===== src/gpfs_defines.svh =====
`ifndef GPFS_DEFINES_SVH
`define GPFS_DEFINES_SVH

// pin indices within the five-pin port
`define GPFS_STRAP_PIN     0
`define GPFS_FREQ_PIN      1
`define GPFS_COEX_LO_PIN   2
`define GPFS_COEX_HI_PIN   4

// reset values
`define GPFS_DIR_RST       5'h00
`define GPFS_OUT_RST       5'h00
`define GPFS_PULL_RST      5'h00
`define GPFS_COEX_SEL_RST  1'b1
`define GPFS_FREQ_SEL_RST  1'b0
`define GPFS_UART_SEL_RST  1'b0

// cycles after reset release before the strap is captured
`define GPFS_STRAP_DELAY   2

`endif


===== src/gpfs_pkg.sv =====
package gpfs_pkg;
    typedef enum logic [1:0] {
        GPFS_PULL_NONE = 2'b00,
        GPFS_PULL_UP   = 2'b01,
        GPFS_PULL_DOWN = 2'b10
    } gpfs_pull_t;

    typedef logic [4:0] gpfs_pins_t;
endpackage


===== src/gpfs_sync.sv =====
module gpfs_sync #(
    parameter int WIDTH = 1
) (
    // clock and reset
    input  wire logic             clk_sys,
    input  wire logic             sys_rst,
    // data
    input  wire logic [WIDTH-1:0] asyncIn,
    output logic      [WIDTH-1:0] syncOut
);
    logic [WIDTH-1:0] stage1_q;

    initial begin
        if (WIDTH < 1) begin
            $error("gpfs_sync: WIDTH must be at least 1");
        end
    end

    always_ff @(posedge clk_sys) begin
        if (sys_rst) begin
            stage1_q <= '0;
            syncOut  <= '0;
        end else begin
            stage1_q <= asyncIn;
            syncOut  <= stage1_q;
        end
    end
endmodule // gpfs_sync


===== src/gpfs_gpio.sv =====
`include "gpfs_defines.svh"

module gpfs_gpio #(
    parameter int NUM_PINS    = 5,
    parameter int STRAP_DELAY = `GPFS_STRAP_DELAY
) (
    // clock and reset
    input  wire logic               clk_sys,
    input  wire logic               sys_rst,
    // software control bits
    input  wire gpfs_pkg::gpfs_pins_t pinDirOutIn,
    input  wire gpfs_pkg::gpfs_pins_t pinOutValIn,
    input  wire logic [9:0]          pinPullIn,
    input  wire logic               ctlWrite,
    input  wire logic               coexSelIn,
    input  wire logic               freqSelIn,
    input  wire logic               uartSelIn,
    // software status
    output gpfs_pkg::gpfs_pins_t    pinInVal,
    output logic                    hostStrap,
    output logic                    strapValid,
    output gpfs_pkg::gpfs_pins_t    pinDirOut,
    output logic                    coexSel,
    output logic                    freqSel,
    output logic                    uartSel,
    // pads: index 0 is pin 0 ... index 4 is pin 5 (no pin 2)
    input  wire gpfs_pkg::gpfs_pins_t padIn,
    output gpfs_pkg::gpfs_pins_t    padOut,
    output gpfs_pkg::gpfs_pins_t    padOe,
    output gpfs_pkg::gpfs_pins_t    padPullUp,
    output gpfs_pkg::gpfs_pins_t    padPullDown,
    // coexistence function
    input  wire logic               coexTxConf,
    input  wire logic               coexStatus,
    output logic                    coexRfActive,
    input  wire logic               coexFreq,
    // debug serial and test port
    input  wire logic               uartTx,
    output logic                    uartRx,
    input  wire logic               testTdiIn,
    input  wire logic               testTdo,
    input  wire logic               testTdoOe,
    output logic                    testTdoPad,
    output logic                    testTdoPadOe
);
    import gpfs_pkg::*;

    initial begin
        if (NUM_PINS != 5) begin
            $error("gpfs_gpio: NUM_PINS must be 5");
        end
        if (STRAP_DELAY < 1 || STRAP_DELAY > 15) begin
            $error("gpfs_gpio: STRAP_DELAY out of range");
        end
    end

    ////////////////////////////////////////////////////////////////////////
    // control state

    gpfs_pins_t dir_q;
    gpfs_pins_t out_q;
    logic [9:0] pull_q;
    logic       coexSel_q;
    logic       freqSel_q;
    logic       uartSel_q;

    always_ff @(posedge clk_sys) begin
        if (sys_rst) begin
            dir_q  <= `GPFS_DIR_RST;
            out_q  <= `GPFS_OUT_RST;
            pull_q <= {`GPFS_PULL_RST, `GPFS_PULL_RST};
        end else if (ctlWrite) begin
            dir_q  <= pinDirOutIn;
            out_q  <= pinOutValIn;
            pull_q <= pinPullIn;
        end
    end

    always_ff @(posedge clk_sys) begin
        if (sys_rst) begin
            coexSel_q <= `GPFS_COEX_SEL_RST;
            freqSel_q <= `GPFS_FREQ_SEL_RST;
            uartSel_q <= `GPFS_UART_SEL_RST;
        end else if (ctlWrite) begin
            coexSel_q <= coexSelIn;
            freqSel_q <= freqSelIn;
            uartSel_q <= uartSelIn;
        end
    end

    assign pinDirOut = dir_q;
    assign coexSel   = coexSel_q;
    assign freqSel   = freqSel_q;
    assign uartSel   = uartSel_q;

    ////////////////////////////////////////////////////////////////////////
    // input synchronisers

    gpfs_pins_t padSync;
    logic       tdiSync;

    gpfs_sync #(
        .WIDTH (NUM_PINS + 1)
    ) u_sync (
        .clk_sys (clk_sys),
        .sys_rst (sys_rst),
        .asyncIn ({testTdiIn, padIn}),
        .syncOut ({tdiSync, padSync})
    );

    always_ff @(posedge clk_sys) begin
        if (sys_rst) begin
            pinInVal <= '0;
            uartRx   <= 1'b1;
        end else begin
            pinInVal <= padSync;
            uartRx   <= uartSel_q ? tdiSync : 1'b1;
        end
    end

    ////////////////////////////////////////////////////////////////////////
    // strap capture after reset release

    logic [3:0] strapCnt_q;
    logic       hostStrap_q;
    logic       strapValid_q;

    always_ff @(posedge clk_sys) begin
        if (sys_rst) begin
            strapCnt_q   <= 4'h0;
            strapValid_q <= 1'b0;
            hostStrap_q  <= 1'b0;
        end else if (!strapValid_q) begin
            strapCnt_q <= strapCnt_q + 4'h1;
            if (strapCnt_q == 4'(STRAP_DELAY)) begin
                hostStrap_q  <= padSync[`GPFS_STRAP_PIN];
                strapValid_q <= 1'b1;
            end
        end
    end

    assign hostStrap  = hostStrap_q;
    assign strapValid = strapValid_q;

    ////////////////////////////////////////////////////////////////////////
    // pin multiplexing

    gpfs_pins_t altSel;
    gpfs_pins_t altOut;
    gpfs_pins_t altOe;

    always_comb begin
        altSel = '0;
        altOut = '0;
        altOe  = '0;
        altSel[`GPFS_FREQ_PIN] = freqSel_q;
        altOut[`GPFS_FREQ_PIN] = coexFreq;
        altOe[`GPFS_FREQ_PIN]  = 1'b1;
        altSel[`GPFS_COEX_HI_PIN:`GPFS_COEX_LO_PIN] = {3{coexSel_q}};
        altOut[`GPFS_COEX_LO_PIN]     = coexTxConf;
        altOut[`GPFS_COEX_LO_PIN + 1] = coexStatus;
        altOe[`GPFS_COEX_LO_PIN]      = 1'b1;
        altOe[`GPFS_COEX_LO_PIN + 1]  = 1'b1;
    end

    // alternate output source is a live signal, so registered per pin
    always_ff @(posedge clk_sys) begin
        if (sys_rst) begin
            padOut <= '0;
            padOe  <= '0;
        end else begin
            padOut <= (altSel & altOut) | (~altSel & out_q);
            padOe  <= (altSel & altOe) | (~altSel & dir_q);
        end
    end

    genvar i;
    generate
        for (i = 0; i < NUM_PINS; i++) begin : g_pull
            assign padPullUp[i]   = pull_q[2*i +: 2] == GPFS_PULL_UP;
            assign padPullDown[i] = pull_q[2*i +: 2] == GPFS_PULL_DOWN;
        end
    endgenerate

    always_ff @(posedge clk_sys) begin
        if (sys_rst) begin
            coexRfActive <= 1'b0;
        end else begin
            coexRfActive <= coexSel_q & padSync[`GPFS_COEX_HI_PIN];
        end
    end

    always_ff @(posedge clk_sys) begin
        if (sys_rst) begin
            testTdoPad   <= 1'b0;
            testTdoPadOe <= 1'b0;
        end else begin
            testTdoPad   <= uartSel_q ? uartTx : testTdo;
            testTdoPadOe <= uartSel_q ? 1'b1 : testTdoOe;
        end
    end

    ////////////////////////////////////////////////////////////////////////
    // assertions

    // strap flag rises this many edges after reset release
    localparam int STRAP_SEEN = STRAP_DELAY + 1;
endmodule // gpfs_gpio


===== config.mk =====
export PLATFORM = sky130hd
export DESIGN_NAME = gpfs_gpio
export DESIGN_NICKNAME = d
export VERILOG_FILES = /design/src/gpfs_pkg.sv /design/src/gpfs_sync.sv /design/src/gpfs_gpio.sv
export VERILOG_INCLUDE_DIRS = /design/src
export SDC_FILE = /design/constraint.sdc
export NUM_CORES = 1
export LEC_CHECK = 0
export ABC_AREA = 1
export BUFFER_PORTS_ARGS = -buffer_cell sky130_fd_sc_hd__clkbuf_2
export CORE_MARGIN = 2
export CORE_UTILIZATION = 53
export CTS_BUF_LIST = sky130_fd_sc_hd__clkbuf_8
export DETAILED_ROUTE_END_ITERATION = 7
export PLACE_DENSITY = 0.86
export SLEW_MARGIN = 10
export SYNTH_ARGS = -nofsm -noshare
export SYNTH_HDL_FRONTEND = slang
export SYNTH_SLANG_ARGS = --single-unit

===== constraint.sdc =====
create_clock -name clk_sys -period 1.9 [get_ports clk_sys]
set_input_delay 0.57 -clock clk_sys [delete_from_list [all_inputs] [get_ports clk_sys]]
set_output_delay 0.57 -clock clk_sys [all_outputs]
set_load 0.02 [all_outputs]

== After elaboration in Yosys (flattened, before gate mapping) ==
Cells that the tools add are included.

* Word-level logic and storage cells: 45
* Output and inout port bits: 39
* Bits of input ports: 38
* Register bits: 60

* Eq/ne operators: 11
* $add $sub $neg: 1
* Bitwise gates (word level): 9
* Mux-type cells: 4
* Reduce and logical (&&, ||, !) cells: 2

{| class="wikitable"
|+ Operator list
! operator !! count
|-
| bitwise AND 5 bit || 2
|-
| equality test 2 x 1 -> 1 bit (second input constant) || 5
|-
| equality test 2 bit (second input constant) || 5
|-
| bitwise AND 5 x 4 -> 5 bit || 1
|-
| NOT 5 bit || 1
|-
| OR 4 x 5 -> 5 bit || 1
|-
| OR 5 bit || 1
|-
| adder 4 x 1 -> 4 bit (second input constant) || 1
|-
| equality test 4 x 2 -> 1 bit (second input constant) || 1
|-
| 2-to-1 mux 1 bit || 4
|-
| NOT 1 bit || 2
|-
| AND reduction 2 bit || 1
|-
| OR reduction 2 bit || 1
|-
| bitwise AND 1 bit || 1
|}

== Logic depth before layout (Yosys ltp) ==
* Depth after elaboration: 3
* Gate-level depth with buffers: 6
* Gate-level depth less buffers: 6

== Hierarchy ==
A second synthesis with hierarchy kept.

* Cells, all modules: 241
* Area, all modules: 2,039.5 um^2

{| class="wikitable"
|+ By module, submodules not included
! module !! cells each !! instances !! area an instance (um^2) !! sequential area each (um^2)
|-
| gpfs_gpio || 204 || 1 || 1,697.9 || 960.9
|-
| gpfs_sync || 37 || 1 || 341.6 || 240.2
|}

== Worst setup path before layout ==
OpenSTA, ideal clock, no wires.

* Path type: register -> output
* Start: register pull_q[1]
* End: output port padPullDown[0]
* Path buffers: 0
* Arrival: 0.630 ns
* Setup slack: 0.700 ns
* Required time: 1.330 ns
* Cell stages (with the launch flop): 3
* Path through: dfxtp_1 -> inv_1 -> nor2_1

* Word-level cells in the longest chain between the ends: 1

{| class="wikitable"
|+ Ends and longest elaborated chain
! item !! line !! source
|-
| from (decl) || gpfs_gpio.sv:62 || <nowiki>logic [9:0] pull_q;</nowiki>
|-
| from (signal assigned) || gpfs_gpio.sv:71 || <nowiki>pull_q <= {`GPFS_PULL_RST, `GPFS_PULL_RST};</nowiki>
|-
| from (signal assigned) || gpfs_gpio.sv:75 || <nowiki>pull_q <= pinPullIn;</nowiki>
|-
| equality test 2 bit || gpfs_gpio.sv:181 || <nowiki>assign padPullDown[i] = pull_q[2*i +: 2] == GPFS_PULL_DOWN;</nowiki>
|-
| to (decl) || gpfs_gpio.sv:31 || <nowiki>output gpfs_pkg::gpfs_pins_t padPullDown,</nowiki>
|}

No other way between the ends.

== Worst setup path in the final report ==
* Start: register coexSel_q (netlist: coexSel)
* End: output port coexSel

{| class="wikitable"
|+ RTL lines
! item !! line !! source
|-
| from (decl) || gpfs_gpio.sv:63 || <nowiki>logic coexSel_q;</nowiki>
|-
| from (signal assigned) || gpfs_gpio.sv:81 || <nowiki>coexSel_q <= `GPFS_COEX_SEL_RST;</nowiki>
|-
| from (signal assigned) || gpfs_gpio.sv:85 || <nowiki>coexSel_q <= coexSelIn;</nowiki>
|-
| to (decl) || gpfs_gpio.sv:23 || <nowiki>output logic coexSel,</nowiki>
|}

No word-level cell between the ends.

==> impl_metrics.tcl <==
set metrics [dict create \
    status "completed" \
    slowest_stage "dfxtp_1" \
    post-cts-setup-buffers 0 \
    final_core_util 0.715 \
    crit_path_start_kind "flop" \
    ys_warn_count 0 \
    path_delay_family "flip-flops" \
    syn-cell-area_sq_mm 0.00200 \
    reg2regPathDepth 6 \
    cts_htree_levels 3 \
    wl_per_cell_microns 10.5 \
    gp_congestion 0.787 \
    nets 361 \
    core_area_sq_mm 0.00363 \
    cts_hold_buffers 0 \
    synthCells 241 \
    antenna_left 0 \
    synth_compound_area_frac 0.125 \
    synthAdderAreaFrac 0.0125 \
    placementRows 22 \
    synth_area_per_cell_sq_um 8.29 \
    max_stage_delay_ps 440 \
    antenna_cells 0 \
    grt_pass1_wl_microns 6400 \
    clkTransAtPathRegs_ps 70 \
    drt_pass1_iterations 5 \
    fin_area_sq_mm 0.00260 \
    final_common_cell "clkbuf_2" \
    cts_made_buffers 9 \
    place_area_sq_mm 0.00239 \
    multi_input_area_sq_um 576 \
    rsz0062_at_grt "no" \
    period_minus_slack_ps 1570 \
    arrival_ps 1000 \
    dp_hpwl_microns 2790 \
    grt_pass1_vias 1615 \
    clockRootBuffer "clkbuf_8" \
    worst-path-max-fanout 8 \
    grt_max_degree 39 \
    die_w_microns 65.4 \
    worst_pin_slew_ps 515 \
    fmax_ghz 0.639 \
    max-cap-violations 0 \
    die_h_microns 65.4 \
    ys_seq_area_frac 0.602 \
    yosys.area_share.simple 0.150 \
    endpoint_kind "primary output" \
    post_cts_resize_count 0 \
    holdPathStages 2 \
    cts_tree "done" \
    synth.distinct_cells 15 \
    wirelength_microns 3930 \
    nFillCells 319 \
    ir_worst_vdd_uv 577 \
    finalHoldViolations 0 \
    path_cells "clkbuf_2" \
    worst_hold_path_type "reg -> reg" \
    clk_latency_ps 330 \
    vias 1721 \
    drc 0 \
    slew_headroom 0.656 \
    r2r_slack_ps 920 \
    ios 77 \
    grtUsageTotal 0.202 \
    slew_violations 0 \
    powerDensity_mw_per_mm2 1130 \
    synth_top_family_by_area "simple AND/OR/NAND/NOR gates" \
    synth-xor-area-share 0 \
    rr_startpoint "strapValid" \
    port_buffers 76 \
    grt_antenna_before_repair 0 \
    critical_path.startpoint "coexSel" \
    drive_gt1_frac 0.291 \
    clkSinkCount 60 \
    crit_buf_inv 1 \
    p_leak_nw 1.32 \
    post-route-period-util 0.824 \
    initialDrtViolationCount 93 \
    fin_setup_tns_ps 0 \
    setup_viol 0 \
    critPathKind "reg -> out" \
    syn_nets 281 \
    post_synth_mux_area_share 0 \
    min_from "u_sync.stage1_q[1]" \
    r2r-end "strapCnt_q[3]" \
    die_area_sq_mm 0.00427 \
    placed_cells 358 \
    final_cell_mix "clkbuf_2 (76), nor2_1 (63), dfxtp_1 (60), inv_1 (41), o21ai_0 (29)" \
    grt_overflow 0 \
    required_ps 1330 \
    skew_ps 6.89 \
    ys_seq_elements 60 \
    clk_path_buf_depth 2 \
    initial_core_util 0.550 \
    stdcell_count 374 \
    area_growth_pct 30.0 \
    min_to "u_sync.syncOut[1]" \
    viasPerCell 4.60 \
    seq_area_sq_mm 0.00120 \
]
[cells in the mapped netlist]
library cell  count  area (sq um)
nand3_1           1          5.00
nor2_1           63           236
dfxtp_1          60          1200
inv_1            40           150
nand2_1          10          37.5
nor3_1            3          15.0
buf_6             3          33.8
inv_2             1          3.75
ha_1              2          25.0
buf_1             1          3.75
o21ai_0          29           145
nand4_1           1          6.26
clkbuf_1          1          3.75
a21oi_1          21           105
buf_2             5          25.0
[sequential cells by signal, summed over array words and instances, names as in the netlist]
name / cells
uartSel: 1
padOut: 5
uartRx: 1
pull_q: 10
u_sync.stage1_q: 6
padOe: 5
strapCnt_q: 4
testTdoPadOe: 1
hostStrap: 1
pinDirOut: 5
coexSel: 1
u_sync.syncOut: 6
testTdoPad: 1
coexRfActive: 1
out_q: 5
pinInVal: 5
freqSel: 1
strapValid: 1
[worst register-to-register path, stage by stage (launching register included)]
cell and delay, ps:
dfxtp_1 320, inv_1 150, nand2_1 90, nor2_1 130
nand2_1 80, nand2_1 70, nor2_1 40
[how the worst max path moves through the flow]
stage	to	slack (ps)	cells past startpoint
after detailed placement	pull_q[8]	380	4
after floorplan	padPullDown[0]	700	2
after global placement	out_q[4]	450	4
final	coexSel	330	1
after CTS	padPullDown[2]	310	3
after global routing	padPullUp[0]	230	3
[kinds of logic (layout without fill, tap and decap cells)]
group	count (synthesis)	after routing
compound gates	50	50
fa+ha+maj	2	2
buf+inv	51	136
flops	60	60
simple gates	78	78
[metrics by stage]
| step | total power [W] | setup WS (ps) | hold WS [ps] |
|---|---|---|---|
| 3_3_place_gp | 0.00182 | 454 | 389 |
| 6_report | 0.00294 | 334 | 404 |
| 5_1_grt | 0.00310 | 226 | 417 |
| 4_1_cts | 0.00297 | 314 | 403 |
| 3_5_place_dp | 0.00184 | 383 | 394 |
| 2_1_floorplan | 0.00170 | 700 | 387 |
[power by group]
group | switching, W | internal (W) | total [W]
Sequential | 0.0000546 | 0.00136 | 0.00142
Clock | 0.000464 | 0.000667 | 0.00113
Combinational | 0.000247 | 0.000147 | 0.000393
Total | 0.000765 | 0.00217 | 0.00294
[final cells by class]
cell class | count | area share
clock buffers | 11 | 0.0583
inverters | 41 | 0.0593
multi-input cells | 130 | 0.222
flip-flops and latches | 60 | 0.463
well taps | 48 | 0.0231
clock inverters | 5 | 0.0198
repair buffers | 79 | 0.155
[layer usage]
layer,vias up,GRT usage,part of all wire
li1,898,-,-
met1,747,0.213,0.45
met2,66,0.342,0.46
met3,10,0.0788,0.071
met4,0,0.115,0.018
met5,-,0,0
Power figures use the tool's default switching activity.
